==> src/hw/iex_pkg.sv <==
// constants and types shared by the expander serial slave front end
package iex_pkg;

    // fixed upper four bits of the seven-bit slave address
    localparam logic [3:0] ADDR_PREFIX   = 4'h3;
    localparam int         ASEL_W        = 3;
    localparam logic [3:0] BYTE_BITS     = 4'h8;
    localparam logic       DIR_READ      = 1'h1;

    // command pointer encodings in the two low bits of the command byte
    localparam logic [1:0] PTR_INPUT     = 2'h0;
    localparam logic [1:0] PTR_OUTPUT    = 2'h1;
    localparam logic [1:0] PTR_POLARITY  = 2'h2;
    localparam logic [1:0] PTR_CONFIG    = 2'h3;
    localparam logic [1:0] PTR_RESET     = 2'h0;

    // direction mirror: 1 means the port line is an input
    localparam logic [7:0] DIR_RESET     = 8'hff;

    // written bytes leave through the fifo as {pointer, data}
    localparam int         FIFO_WIDTH    = 10;
    localparam int         FIFO_DEPTH    = 16;

    // gray codes along idle, address, ack, receive, ack, transmit, master ack
    typedef enum logic [2:0] {
        ST_IDLE     = 3'h0,
        ST_ADDR     = 3'h1,
        ST_ADDR_ACK = 3'h3,
        ST_RX       = 3'h2,
        ST_RX_ACK   = 3'h6,
        ST_TX       = 3'h7,
        ST_TX_ACK   = 3'h5
    } iex_state_t;

endpackage : iex_pkg

==> src/hw/iex_fifo.sv <==
// parameterised fifo with valid and ready on both sides
`timescale 1ns/1ps
`default_nettype none

module iex_fifo #(
    parameter int WIDTH = 10,
    parameter int DEPTH = 16
) (
    // clock and reset
    input  wire logic             mclk,
    input  wire logic             resetn,
    // filling side
    input  wire logic             in_valid,
    input  wire logic [WIDTH-1:0] in_data,
    output logic                  in_ready,
    // draining side
    output logic                  out_valid,
    output logic [WIDTH-1:0]      out_data,
    input  wire logic             out_ready
);
    localparam int         AW   = $clog2(DEPTH);
    localparam logic [AW:0] FULL = (AW+1)'(DEPTH);

    // head and nonempty are kept as flops so the draining side sees no logic path
    typedef struct packed {
        logic [DEPTH-1:0][WIDTH-1:0] mem;
        logic [WIDTH-1:0]            head;
        logic [AW-1:0]               wp;
        logic [AW-1:0]               rp;
        logic [AW:0]                 count;
        logic                        nonempty;
    } iex_fifo_q_t;

    iex_fifo_q_t q;
    iex_fifo_q_t n;
    logic        push;
    logic        pop;

    assign in_ready  = (q.count != FULL);
    assign out_valid = q.nonempty;
    assign out_data  = q.head;
    assign push      = in_valid && in_ready;
    assign pop       = out_valid && out_ready;

    always_comb
    begin
        n = q;
        if (push)
        begin
            n.mem[q.wp] = in_data;
            n.wp        = q.wp + 1'b1;
        end
        if (pop)
            n.rp = q.rp + 1'b1;
        if (push && !pop)
            n.count = q.count + 1'b1;
        else if (pop && !push)
            n.count = q.count - 1'b1;
        n.nonempty = (n.count != '0);
        n.head     = n.mem[n.rp];
    end

    always_ff @(posedge mclk or negedge resetn)
    begin
        if (!resetn)
            q <= '0;
        else
            q <= n;
    end

    a_fifo_fill: assert property (@(posedge mclk) disable iff (!resetn)
        (push && !pop) |=> (q.count == $past(q.count) + 1'b1))
        else $error("fifo count did not rise on a lone push");
    a_fifo_full: assert property (@(posedge mclk) disable iff (!resetn)
        (q.count == FULL) |-> (!in_ready && out_valid))
        else $error("full fifo still ready or not valid");
    a_fifo_empty: assert property (@(posedge mclk) disable iff (!resetn)
        (q.count == '0) |-> (!out_valid && in_ready))
        else $error("empty fifo still valid or not ready");

endmodule : iex_fifo
`default_nettype wire

==> src/hw/iex_slave.sv <==
// two-wire serial slave front end of the eight-bit port expander
`timescale 1ns/1ps
`default_nettype none

module iex_slave #(
    parameter int FIFO_W = iex_pkg::FIFO_WIDTH,
    parameter int FIFO_D = iex_pkg::FIFO_DEPTH
) (
    // clock and reset
    input  wire logic                     mclk,
    input  wire logic                     resetn,
    input  wire logic                     supply_ok,
    // serial bus pins
    input  wire logic                     scl,
    input  wire logic                     sda_in,
    output logic                          sda_out,
    output logic                          sda_oe_n,
    input  wire logic [iex_pkg::ASEL_W-1:0] address_select_pins,
    // register side
    output logic                          command_select_high,
    output logic                          command_select_low,
    output logic [7:0]                    port_input_dir,
    output logic                          bus_busy,
    output logic                          rd_strobe,
    input  wire logic [7:0]               rd_data,
    // written bytes leaving through the fifo
    output logic                          wr_valid,
    output logic [7:0]                    wr_data,
    output logic [1:0]                    wr_ptr,
    input  wire logic                     wr_ready
);

    typedef struct packed {
        logic                           scl_m;
        logic                           scl_s;
        logic                           scl_d;
        logic                           sda_m;
        logic                           sda_s;
        logic                           sda_d;
        logic [iex_pkg::ASEL_W-1:0]     asel_m;
        logic [iex_pkg::ASEL_W-1:0]     asel_s;
        logic                           por_m;
        logic                           por_s;
        iex_pkg::iex_state_t            state;
        logic [3:0]                     bitcnt;
        logic [7:0]                     shift;
        logic                           rw;
        logic                           first_byte;
        logic                           ack;
        logic [1:0]                     ptr;
        logic [7:0]                     dir;
        logic                           sda_oe_n;
        logic                           busy;
        logic                           push;
        logic [FIFO_W-1:0]              push_data;
        logic                           rd_strobe;
    } iex_slave_q_t;

    // idle bus levels avoid a false start or stop at release
    localparam iex_slave_q_t Q_RST = '{
        scl_m: 1'b1, scl_s: 1'b1, scl_d: 1'b1,
        sda_m: 1'b1, sda_s: 1'b1, sda_d: 1'b1,
        asel_m: '0, asel_s: '0, por_m: 1'b0, por_s: 1'b0,
        state: iex_pkg::ST_IDLE, bitcnt: '0, shift: '0,
        rw: 1'b0, first_byte: 1'b0, ack: 1'b0,
        ptr: iex_pkg::PTR_RESET, dir: iex_pkg::DIR_RESET,
        sda_oe_n: 1'b1, busy: 1'b0, push: 1'b0, push_data: '0,
        rd_strobe: 1'b0
    };

    iex_slave_q_t q;
    iex_slave_q_t n;
    logic         fifo_ready;
    logic         start_ev;
    logic         stop_ev;
    logic         scl_rise;
    logic         scl_fall;
    logic         byte_done;

    function automatic logic addr_match(input logic [7:0] b,
                                        input logic [iex_pkg::ASEL_W-1:0] sel);
        addr_match = (b[7:1] == {iex_pkg::ADDR_PREFIX, sel});
    endfunction : addr_match

    // events look only at the second and third sync stages
    assign start_ev  = q.scl_s && q.scl_d && q.sda_d && !q.sda_s;
    assign stop_ev   = q.scl_s && q.scl_d && !q.sda_d && q.sda_s;
    assign scl_rise  = q.scl_s && !q.scl_d;
    assign scl_fall  = !q.scl_s && q.scl_d;
    assign byte_done = scl_fall && (q.bitcnt == iex_pkg::BYTE_BITS);

    always_comb
    begin
        n           = q;
        n.scl_m     = scl;
        n.scl_s     = q.scl_m;
        n.scl_d     = q.scl_s;
        n.sda_m     = sda_in;
        n.sda_s     = q.sda_m;
        n.sda_d     = q.sda_s;
        n.asel_m    = address_select_pins;
        n.asel_s    = q.asel_m;
        n.por_m     = supply_ok;
        n.por_s     = q.por_m;
        n.push      = 1'b0;
        n.rd_strobe = 1'b0;
        if (!q.por_s)
        begin
            n.state      = iex_pkg::ST_IDLE;
            n.bitcnt     = '0;
            n.shift      = '0;
            n.rw         = 1'b0;
            n.first_byte = 1'b0;
            n.ack        = 1'b0;
            n.ptr        = iex_pkg::PTR_RESET;
            n.dir        = iex_pkg::DIR_RESET;
            n.sda_oe_n   = 1'b1;
            n.busy       = 1'b0;
        end
        else if (start_ev)
        begin
            // repeated start lands here too; pointer survives
            n.state    = iex_pkg::ST_ADDR;
            n.bitcnt   = '0;
            n.sda_oe_n = 1'b1;
            n.busy     = 1'b1;
        end
        else if (stop_ev)
        begin
            n.state    = iex_pkg::ST_IDLE;
            n.sda_oe_n = 1'b1;
            n.busy     = 1'b0;
        end
        else
        begin
            case (q.state)
                iex_pkg::ST_IDLE:
                begin
                    n.sda_oe_n = 1'b1;
                end
                iex_pkg::ST_ADDR, iex_pkg::ST_RX:
                begin
                    if (scl_rise)
                    begin
                        n.shift  = {q.shift[6:0], q.sda_s};
                        n.bitcnt = q.bitcnt + 4'h1;
                    end
                    else if (byte_done && q.state == iex_pkg::ST_ADDR)
                    begin
                        if (addr_match(q.shift, q.asel_s))
                        begin
                            n.state    = iex_pkg::ST_ADDR_ACK;
                            n.rw       = q.shift[0];
                            n.sda_oe_n = 1'b0;
                        end
                        else
                        begin
                            // not ours: stay silent until the next start
                            n.state = iex_pkg::ST_IDLE;
                        end
                    end
                    else if (byte_done)
                    begin
                        n.state = iex_pkg::ST_RX_ACK;
                        if (q.first_byte)
                        begin
                            n.ptr        = q.shift[1:0];
                            n.first_byte = 1'b0;
                            n.ack        = 1'b1;
                        end
                        else if (fifo_ready)
                        begin
                            // full fifo is refused with a nack, never overwritten
                            n.push      = 1'b1;
                            n.push_data = {q.ptr, q.shift};
                            n.ack       = 1'b1;
                            if (q.ptr == iex_pkg::PTR_CONFIG)
                                n.dir = q.shift;
                        end
                        else
                            n.ack = 1'b0;
                        n.sda_oe_n = !n.ack;
                    end
                end
                iex_pkg::ST_ADDR_ACK:
                begin
                    if (scl_fall)
                    begin
                        n.bitcnt = '0;
                        if (q.rw == iex_pkg::DIR_READ)
                        begin
                            n.state     = iex_pkg::ST_TX;
                            n.shift     = {rd_data[6:0], 1'b0};
                            n.sda_oe_n  = rd_data[7];
                            n.bitcnt    = 4'h1;
                            n.rd_strobe = 1'b1;
                        end
                        else
                        begin
                            n.state      = iex_pkg::ST_RX;
                            n.first_byte = 1'b1;
                            n.sda_oe_n   = 1'b1;
                        end
                    end
                end
                iex_pkg::ST_RX_ACK:
                begin
                    if (scl_fall)
                    begin
                        n.state    = iex_pkg::ST_RX;
                        n.bitcnt   = '0;
                        n.sda_oe_n = 1'b1;
                    end
                end
                iex_pkg::ST_TX:
                begin
                    if (byte_done)
                    begin
                        n.state    = iex_pkg::ST_TX_ACK;
                        n.sda_oe_n = 1'b1;
                    end
                    else if (scl_fall)
                    begin
                        n.sda_oe_n = q.shift[7];
                        n.shift    = {q.shift[6:0], 1'b0};
                        n.bitcnt   = q.bitcnt + 4'h1;
                    end
                end
                iex_pkg::ST_TX_ACK:
                begin
                    if (scl_rise)
                        n.ack = !q.sda_s;
                    else if (scl_fall && q.ack)
                    begin
                        n.state     = iex_pkg::ST_TX;
                        n.shift     = {rd_data[6:0], 1'b0};
                        n.sda_oe_n  = rd_data[7];
                        n.bitcnt    = 4'h1;
                        n.rd_strobe = 1'b1;
                    end
                    else if (scl_fall)
                    begin
                        n.state    = iex_pkg::ST_IDLE;
                        n.sda_oe_n = 1'b1;
                    end
                end
                default:
                begin
                    n.state    = iex_pkg::ST_IDLE;
                    n.sda_oe_n = 1'b1;
                end
            endcase
        end
    end

    always_ff @(posedge mclk or negedge resetn)
    begin
        if (!resetn)
            q <= Q_RST;
        else
            q <= n;
    end

    iex_fifo #(
        .WIDTH (FIFO_W),
        .DEPTH (FIFO_D)
    ) u_fifo (
        .mclk      (mclk),
        .resetn    (resetn),
        .in_valid  (q.push),
        .in_data   (q.push_data),
        .in_ready  (fifo_ready),
        .out_valid (wr_valid),
        .out_data  ({wr_ptr, wr_data}),
        .out_ready (wr_ready)
    );

    assign sda_out             = 1'b0;
    assign sda_oe_n            = q.sda_oe_n;
    assign command_select_high = q.ptr[1];
    assign command_select_low  = q.ptr[0];
    assign port_input_dir      = q.dir;
    assign bus_busy            = q.busy;
    assign rd_strobe           = q.rd_strobe;

    a_ack_addr_low: assert property (
        @(posedge mclk) disable iff (!resetn || !q.por_s)
        (q.state == iex_pkg::ST_ADDR_ACK) |-> !q.sda_oe_n)
        else $error("address ack not driven low");
    a_start_restart: assert property (
        @(posedge mclk) disable iff (!resetn || !q.por_s)
        start_ev |=> (q.state == iex_pkg::ST_ADDR && q.bitcnt == 4'h0 && q.busy))
        else $error("start did not restart address reception");
    a_stop_idle: assert property (
        @(posedge mclk) disable iff (!resetn || !q.por_s)
        (stop_ev && !start_ev) |=> (q.state == iex_pkg::ST_IDLE && q.sda_oe_n && !q.busy))
        else $error("stop did not return to idle with sda released");
    a_dir_reset: assert property (
        @(posedge mclk) disable iff (!resetn)
        !q.por_s |=> (q.dir == iex_pkg::DIR_RESET && q.ptr == iex_pkg::PTR_RESET))
        else $error("power-on reset left a port line as output");
    a_ptr_hold: assert property (
        @(posedge mclk) disable iff (!resetn || !q.por_s)
        (q.state != iex_pkg::ST_RX || !q.first_byte) |=> $stable(q.ptr))
        else $error("pointer changed outside a command byte");
    a_tx_release: assert property (
        @(posedge mclk) disable iff (!resetn || !q.por_s)
        (q.state == iex_pkg::ST_TX && byte_done && !start_ev && !stop_ev)
            |=> (q.state == iex_pkg::ST_TX_ACK && q.sda_oe_n))
        else $error("transmitter kept sda in the ack slot");
    a_nack_release: assert property (
        @(posedge mclk) disable iff (!resetn || !q.por_s)
        (q.state == iex_pkg::ST_TX_ACK && !q.ack && scl_fall && !start_ev)
            |=> (q.state == iex_pkg::ST_IDLE && q.sda_oe_n))
        else $error("sda not released after master nack");
    a_rx_ack_low: assert property (
        @(posedge mclk) disable iff (!resetn || !q.por_s)
        (q.state == iex_pkg::ST_RX_ACK) |-> (q.sda_oe_n == !q.ack))
        else $error("receive ack level wrong");
    a_idle_quiet: assert property (
        @(posedge mclk) disable iff (!resetn || !q.por_s)
        (q.state == iex_pkg::ST_IDLE) |-> q.sda_oe_n)
        else $error("sda driven while not addressed");
    a_bit_count: assert property (
        @(posedge mclk) disable iff (!resetn || !q.por_s)
        (scl_rise && q.state == iex_pkg::ST_ADDR && !start_ev && !stop_ev)
            |=> (q.bitcnt == $past(q.bitcnt) + 4'h1))
        else $error("bit count did not step once per pulse");
    a_sda_steady: assert property (
        @(posedge mclk) disable iff (!resetn || !q.por_s)
        (q.scl_s && q.scl_d && !start_ev && !stop_ev) |=> $stable(q.sda_oe_n))
        else $error("device moved sda while scl high");

endmodule : iex_slave
`default_nettype wire

==> config.mk <==
export PLATFORM = sky130hd
export DESIGN_NAME = iex_slave
export DESIGN_NICKNAME = d
export VERILOG_FILES = /design/src/hw/iex_pkg.sv /design/src/hw/iex_fifo.sv /design/src/hw/iex_slave.sv
export SDC_FILE = /design/constraint.sdc
export NUM_CORES = 1
export LEC_CHECK = 0
export BUFFER_PORTS_ARGS = -buffer_cell sky130_fd_sc_hd__buf_4
export CORE_MARGIN = 2
export CORE_UTILIZATION = 30
export CTS_CLUSTER_SIZE = 8
export DETAILED_ROUTE_END_ITERATION = 12
export PLACE_DENSITY = 0.48
export SYNTH_ARGS = -nofsm -noshare
export SYNTH_HDL_FRONTEND = slang
export SYNTH_SLANG_ARGS = --single-unit
==> constraint.sdc <==
create_clock -name mclk -period 3.26 [get_ports mclk]
set_input_delay 0.326 -clock mclk [delete_from_list [all_inputs] [get_ports mclk]]
set_output_delay 0.326 -clock mclk [all_outputs]
set_load 0.02 [all_outputs]
# Word-level counts from Yosys, hierarchy flattened

Cells that the tools add are included.
Widths: inputs -> output; s select.

Bits in registers: 240
Bits in latches: 0
RAM bits: 0
ROM bits: 0
Output and inout bits: 25
Memories kept: 0

$add $sub $neg: 5
Multiply operators: 0
Div/mod/pow operators: 0
Order comparisons: 3
Equality and inequality tests: 57
Shifts and indexed selects: 0
Mux-type cells: 85
Bitwise gates (word level): 5
Reduce and logical (&&, ||, !) cells: 35

Operators by type and width:

| cell               | count |
|---|---|
| $bwmux 160         | 1 |
| $mux 160           | 1 |
| $mux 12            | 8 |
| $mux 11            | 6 |
| $bmux 10 s4        | 1 |
| $demux 10 s4       | 1 |
| $ne 3x3->1 const B | 13 |
| $ne 4x4->1 const B | 8 |
| $pmux 8 s4         | 1 |
| $mux 1             | 30 |
| $mux 10            | 3 |
| $mux 15            | 2 |
| $mux 30            | 1 |
| $ne 5x5->1 const B | 6 |
| $reduce_and 9->1   | 3 |
| $mux 25            | 1 |
| $mux 3             | 8 |
| $mux 8             | 3 |
| $ne 6x6->1 const B | 4 |
| $mux 21            | 1 |
| $pmux 4 s5         | 1 |
| $pmux 3 s6         | 1 |
| $reduce_and 8->1   | 2 |
| $logic_and 1x1->1  | 15 |
| other kinds (33)   | 69 |

# Depth between registers and ports, before layout

Gate-level depths: netlist (run 1).

Word-level depth: 18
Mapped depth: 11
Gate-level depth less buffers: 9

# Modules after synthesis

A second synthesis (run 1) with hierarchy kept.

Cells, all modules: 937
Area, all modules: 11526.1 um^2

Modules (own cells, without submodules):

| module    | instances | cells an instance | area each (um^2) |
|---|---|---|---|
| iex_fifo  | 1         | 617               | 8458.1 |
| iex_slave | 1         | 320               | 3067.9 |

# Least setup slack after synthesis (run 1)

No wires, ideal clock.

Path kind: reg2reg
Start point: register u_fifo.q[1] in the netlist's numbering
End point: register u_fifo.q (netlist bit u_fifo.out_data[8])
Library setup time: 0.127 ns
Arrival: 2.379 ns
Data required time: 3.133 ns
Path slack: 0.754 ns
Cell stages (with the launch flop): 11
Buffers on the path: 1
Period minus slack after synthesis: 2.506 ns
Path through: dfrtp_1 > inv_1 > ha_1 > and4bb_4 > nor4b_4 > buf_4 > mux2_2 > a221oi_1 > o31ai_1 > a31oi_1 > a31oi_1

RTL lines:

| what                     | RTL line       | source |
|---|---|---|
| start: declaration       | iex_fifo.sv:34 | `iex_fifo_q_t q;` |
| start signal: assignment | iex_fifo.sv:68 | `q <= n;` |

==> impl_metrics.tcl, run 1 <==
set metrics [dict create \
    syn-cell-area_um2 12000 \
    cts_tree "yes" \
    period_share_pct 93.4 \
    hp-start "rd_data[1]" \
    multi_input_area_um2 5440 \
    status "finished, final reports clean" \
    grt-ovfl-total 0 \
    fin_crit_ns 3.04 \
    wire_per_inst_um 22.0 \
    cts_made_buffers 36 \
    rows 73 \
    insertion_delay_ns 0.52 \
    synth_edf_count 0 \
    ys_async_sr_fraction_pct 100 \
    worst_slew_pin_slew_ns 0.882 \
    fin_skew_ns 0.0130 \
    path_class "flop to flop" \
    grt_pass1_wl_um 56300 \
    firstDrtPassIters 7 \
    drc 0 \
    grt_max_degree 87 \
    cp-end-kind "flop" \
    synth_nets 1096 \
    rsz0062_at_grt "false" \
    routabilityCongestion 0.851 \
    vias_per_cell 5.37 \
    netlist_instances 1069 \
    layout.nets 1142 \
    synthTopCellsByArea "dfrtp_1, mux2_2, dfstp_2, nand2_1, nor2_1" \
    drt-total-wl_um 36300 \
    min_path_type "input port to flop" \
    yosys.area.top_type_share_pct 46.9 \
    vdd_drop_max_mv 0.282 \
    hold_end "q[29]" \
    yosysTopAreaCell "dfrtp_1" \
    die_w_um 204 \
    cts.sinks 240 \
    rr_endpoint "u_fifo.out_data[8]" \
    yosysWarnings 0 \
    cts-root-buf "clkbuf_16" \
    drt_first_iter_violations 569 \
    via_count 8860 \
    syn_area_per_cell_um2 11.2 \
    clk_pin_slew_ns 0.05 \
    setup_violations 0 \
    power.total_w 0.00715 \
    p_leak_nw 6.38 \
    initial_utilization_pct 30.3 \
    hold_viol 0 \
    synthDistinctLibCells 74 \
    reg2reg_from "u_fifo.q[2]" \
    antenna_found_initial 0 \
    drv_cap 0 \
    crit_required_ns 3.69 \
    ys_seq_area_share_pct 50.2 \
    drtAntennaViolNets 0 \
    rr_worst_depth 12 \
    holdWs_ns 0.270 \
    slew_headroom_pct 41.2 \
    cts_buffer_depth 3 \
    cp.arrival_ns 3.48 \
    crit_path_start_kind "flop" \
    max_freq_mhz 328 \
    grt_usage_pct 17.7 \
    dpl.hpwl_um 24700 \
    slew_viol_final 0 \
    grt_pass1_vias 8942 \
    crit_top_cell "buf_4" \
    fin_tns_setup_ns 0 \
    cp_slowest_cell "o31ai_1" \
    port_buffers 40 \
    fin_cells 1651 \
    dieArea_um2 41700 \
    synthFlopType "dfrtp_1" \
    slowest_delay_ns 0.57 \
    drive_above_1_share_pct 31.2 \
    cp_max_fo 13 \
    core_area_um2 39600 \
    place_inst 1591 \
    area_growth_pct 17.2 \
    fill_cells 4011 \
    final-seq-area_um2 6020 \
    cp_cell_sequence "inv_1 -> ha_1 -> and4bb_4 -> buf_4 -> nor4b_4 -> buf_4 -> mux2i_2 -> buf_4 -> nor2_1 -> o31ai_1 -> a31oi_2 -> a31oi_1" \
    power_density_nw_per_um2 508 \
    antenna_cells 0 \
    dieHeight_um 204 \
    hold_depth 4 \
    reg2reg_slack_ns 0.22 \
    h-tree-depth 2 \
    io_pins 42 \
    yosys_register_bits 240 \
]
[sequential cells by signal, indices dropped and copies added (netlist names)]
signal	cells
sda_oe_n	1
u_fifo.q	173
port_input_dir	8
u_fifo.out_valid	1
bus_busy	1
u_fifo.out_data	10
command_select_high	1
command_select_low	1
q	35
n	8
rd_strobe	1
[cells by family (layout without fill, tap and decap cells)]
logic type | Yosys count | count (layout) | share of synthesized area [%]
simple gates | 267 | 267 | 11.3
flops | 240 | 240 | 50.2
compound gates | 236 | 236 | 14.7
mux | 179 | 179 | 16.7
buf+inv | 121 | 178 | 4.82
xor+xnor | 15 | 15 | 1.25
fa+ha+maj | 10 | 10 | 1.04
other cells | 1 | 1 | 0.0312
[metrics by stage]
stage	setup slack, ns	instance area, um2	util [%]
2_1_floorplan	0.754	12000	-
3_3_place_gp	-0.0842	12900	32.6
3_5_place_dp	-0.121	12900	32.6
4_1_cts	0.0729	14000	35.4
5_1_grt	0.0298	14100	35.5
6_report	0.215	14100	35.5
[worst max path at each step]
stage,to,depth (start not counted),start,slack (ns)
final,u_fifo.out_data[8],12,u_fifo.q[2],0.22
after global routing,u_fifo.out_data[1],11,u_fifo.q[1],0.03
after CTS,u_fifo.out_data[8],10,u_fifo.q[1],0.07
after detailed placement,u_fifo.out_data[8],10,u_fifo.q[1],-0.12
after global placement,u_fifo.out_data[8],10,u_fifo.q[1],-0.08
after floorplan,u_fifo.out_data[8],10,u_fifo.q[1],0.75
[layout by cell type (no fill, tap or decap), types with 9 or more instances in the layout]
cell type    n
nand4_1     13
a31o_2      10
a31oi_1     12
a221oi_1    20
nor3_1      19
xnor2_1     12
o21ai_0     36
clkbuf_16   37
nand2_1     98
a221o_1      9
nand2b_1    10
nand3_1     10
a222oi_1    19
nor2_1      65
nor2b_1      9
inv_1       20
ha_1        10
o22ai_1     26
dfstp_2     15
a21oi_1     29
mux2_2     160
dfrtp_1    225
o221ai_1    16
mux2i_1     14
buf_4       95
[power breakdown]
group / total [W] / internal [W] / switching, W
Sequential: 0.00311 / 0.00305 / 0.0000585
Combinational: 0.000540 / 0.000190 / 0.000350
Clock: 0.00350 / 0.00216 / 0.00134
[cells in the mapped netlist (all sizes together), types with 3 or more instances]
cell / n
o221ai: 16
inv: 21
dfstp: 15
a211oi: 5
nor4: 12
nand3: 10
a22oi: 5
dfrtp: 225
nor4b: 5
nand2b: 10
nand3b: 3
a31o: 10
mux2i: 16
nor2b: 9
ha: 10
a21o: 5
a31oi: 13
nor3: 21
mux2: 163
and3: 3
o21ai: 38
a222oi: 19
a221oi: 21
nor2: 65
buf: 45
o31ai: 7
clkinv: 3
a2111oi: 6
a221o: 9
a41oi: 7
a21oi: 29
xnor2: 13
clkbuf: 52
a22o: 3
and2: 7
nand4: 13
o22ai: 26
nand2: 98
[what timing repair did]
| item | in CTS | in global routing |
|---|---|---|
| endpoints found under the hold margin | 80 | 0 |
| hold buffers | 7 | 0 |
| pin swaps | 0 | 0 |
| resized for setup | 1 | 2 |
| setup buffers | 0 | 4 |
| setup endpoints to repair | 1 | 4 |
[metal layers]
layer / routed length [um] / track usage (%) / vias up
li1: - / - / 4045
met1: 17600 / 26.1 / 4546
met2: 16000 / 26.3 / 215
met3: 1780 / 2.84 / 54
met4: 871 / 5.43 / 0
met5: 0 / 0 / -
[worst max-delay path, delay by kind of cell (launching register included)]
kind | cells | cell delay (ns)
compound gates | 3 | 0.99
buf+inv | 4 | 0.69
simple gates | 3 | 0.50
flops | 1 | 0.41
fa+ha+maj | 1 | 0.19
mux | 1 | 0.18
[final cells by class]
class	count	share of cell area, %
sequential	240	42.8
multi-input combinational	708	38.7
clock buffer	46	6.96
timing repair buffer	105	5.95
tap	525	4.67
inverter	24	0.640
clock inverter	3	0.338
Note: power is estimated with default switching activity, not from simulation.
==> inputs of run 2 (changes only) <==
Settings changed: CELL_PAD_IN_SITES_DETAIL_PLACEMENT from default to 1, CELL_PAD_IN_SITES_GLOBAL_PLACEMENT from default to 1, PLACE_DENSITY 0.48 to 0.5.
==> run 2 against run 1 <==
Effect of this change:
- core utilization increased by 0.32 points
- flip-flop and latch count unchanged
- worst setup slack got worse by 0.11 ns
- combinational power increased by 1%
- die area unchanged
- first-iteration DRC count increased by 4.2%
- clock-buffer cell count increased by 1
- register-to-register slack got worse by 0.11 ns
- largest power group unchanged
==> impl_metrics.tcl, run 2 (same netlist as run 1, synthesis figures left out) <==
set metrics [dict create \
    status "finished, final reports clean" \
    cp-end-kind "flop" \
    via_count 9023 \
    rsz0062_at_grt "true" \
    h-tree-depth 2 \
    cts_made_buffers 36 \
    drt_first_iter_violations 593 \
    layout.nets 1147 \
    layout_commonest_cell "dfrtp_1" \
    pre_cts_ws_ns -0.0960 \
    antenna_cells 0 \
    clk_pin_slew_ns 0.05 \
    power.total_w 0.00714 \
    p_leak_nw 6.40 \
    min_path_type "input port to flop" \
    grt_usage_pct 19.7 \
    vias_per_cell 5.45 \
    cts.sinks 240 \
    drive_above_1_share_pct 31.6 \
    cts_tree "yes" \
    max_freq_mhz 317 \
    period_share_pct 96.8 \
    firstDrtPassIters 10 \
    die_w_um 204 \
    grtUsageMet2_pct 29.7 \
    cts_buffer_depth 3 \
    wire_per_inst_um 24.1 \
    slew_viol_final 0 \
    place_inst 1595 \
    slew_headroom_pct 47.1 \
    dpl.hpwl_um 27400 \
    grt_pass1_vias 9415 \
    slowest_delay_ns 0.57 \
    io_pins 42 \
    power_density_nw_per_um2 503 \
    largest_reg_flops 173 \
    fill_cells 4339 \
    fin_util_pct 35.8 \
    cp_slowest_cell "a2111oi_4" \
    fin_crit_ns 3.15 \
    crit_required_ns 3.66 \
    drtAntennaViolNets 0 \
    area_growth_pct 18.2 \
    vdd_drop_max_mv 0.340 \
    cp_max_fo 10 \
    grt_pass1_wl_um 61300 \
    grt_busiest_layer "met2" \
    drv_cap 0 \
    antenna_found_initial 0 \
    rows 73 \
    fin_tns_setup_ns 0 \
    dieHeight_um 204 \
    dieArea_um2 41700 \
    use_met1_pct 28.8 \
    setup_violations 0 \
    crit_path_start_kind "flop" \
    routabilityCongestion 0.819 \
    hold_viol 0 \
    initial_utilization_pct 30.3 \
    grt_max_degree 93 \
    worst_slew_pin_slew_ns 0.793 \
    top_register "u_fifo.q" \
    path_class "flop to flop" \
    drt-total-wl_um 40000 \
    core_area_um2 39600 \
    fin_cells 1657 \
    cp.arrival_ns 3.55 \
    cp_cell_sequence "inv_1 -> ha_1 -> and4bb_4 -> buf_6 -> nor3_1 -> mux2_2 -> a222oi_1 -> o22ai_1 -> a2111oi_4 -> nor4_2" \
    worst_slack_ns 0.106 \
    drc 0 \
    final_cell_mix "dfrtp_1, mux2_2, nand2_1, buf_4, nor2_1" \
    insertion_delay_ns 0.53 \
    fin_skew_ns 0.0116 \
    port_buffers 40 \
    cts-root-buf "clkbuf_16" \
    grt-ovfl-total 0 \
    globalRouteMet3Util_pct 3.79 \
]
run 2: changes by cell type in the layout (fill, tap and decap cells not counted), moves of 2 or more:
| cell | before | now |
|---|---|---|
| nor3_2 | 2 | 4 |
| buf_6 | 0 | 2 |
| a2111oi_4 | 0 | 5 |
| a2111oi_2 | 5 | 1 |
| buf_12 | 2 | 4 |
| nor3_1 | 19 | 17 |
| clkbuf_1 | 7 | 9 |
run 2: routing by layer:
layer  vias to the layer above  share of wire (%)
met1                      4771                 50
met5                         -                  0
met4                         0                1.8
met2                       165                 44
met3                        48                4.3
li1                       4039                  -
run 2: final timing paths:
kind | from | end | slack [ns] | depth (start not counted)
hold / removal | rd_data[6] | q[34] | 0.25 | 4
min in group asynchronous | resetn | q[37] | 0.42 | 2
setup / recovery | u_fifo.q[2] | u_fifo.out_data[2] | 0.11 | 10
hold reg to reg | n[45] | q[45] | 0.35 | 0
setup reg to reg | u_fifo.q[2] | u_fifo.out_data[2] | 0.11 | 10
max in group asynchronous | resetn | u_fifo.q[127] | 1.84 | 3
run 2: final cells by class:
cell class / count / area [um2] / area share [%]
flip-flops and latches: 240 / 6020 / 42.4
multi-input cells: 708 / 5500 / 38.7
clock buffers: 47 / 973 / 6.85
repair buffers: 110 / 908 / 6.40
well taps: 525 / 657 / 4.62
inverters: 24 / 90.1 / 0.634
clock inverters: 3 / 47.5 / 0.335
run 2: what timing repair did:
action | 4_1_cts | 5_1_grt
resized for setup | 5 | 7
setup buffers | 0 | 5
hold endpoints to repair | 81 | 0
hold buffers | 7 | 0
pin swaps | 0 | 4
setup endpoints to repair | 5 | 9
run 2: where the power goes:
part           internal, W  switching [W]  total [W]
combinational     0.000193       0.000353   0.000546
clock              0.00214        0.00134    0.00348
sequential         0.00305      0.0000603    0.00311
total              0.00539        0.00175    0.00714
run 2: worst max-delay path: cells and delay by family, from the launching register on:
kind	cells	cell delay (ns)
AND/OR/NAND/NOR	3	0.49
buffers and inverters	2	0.34
AO/OA/AOI/OAI	3	1.16
multiplexers	1	0.39
adder cells (fa/ha/maj)	1	0.23
flip-flops	1	0.41
run 2: through the flow:
stage                     instance area, um2  hold WS, ns
final                                  14200        0.252
after global routing                   14200        0.250
after CTS                              14100        0.222
after detailed placement               13000        0.336
after global placement                 13000        0.335
after floorplan                        12000       0.0304
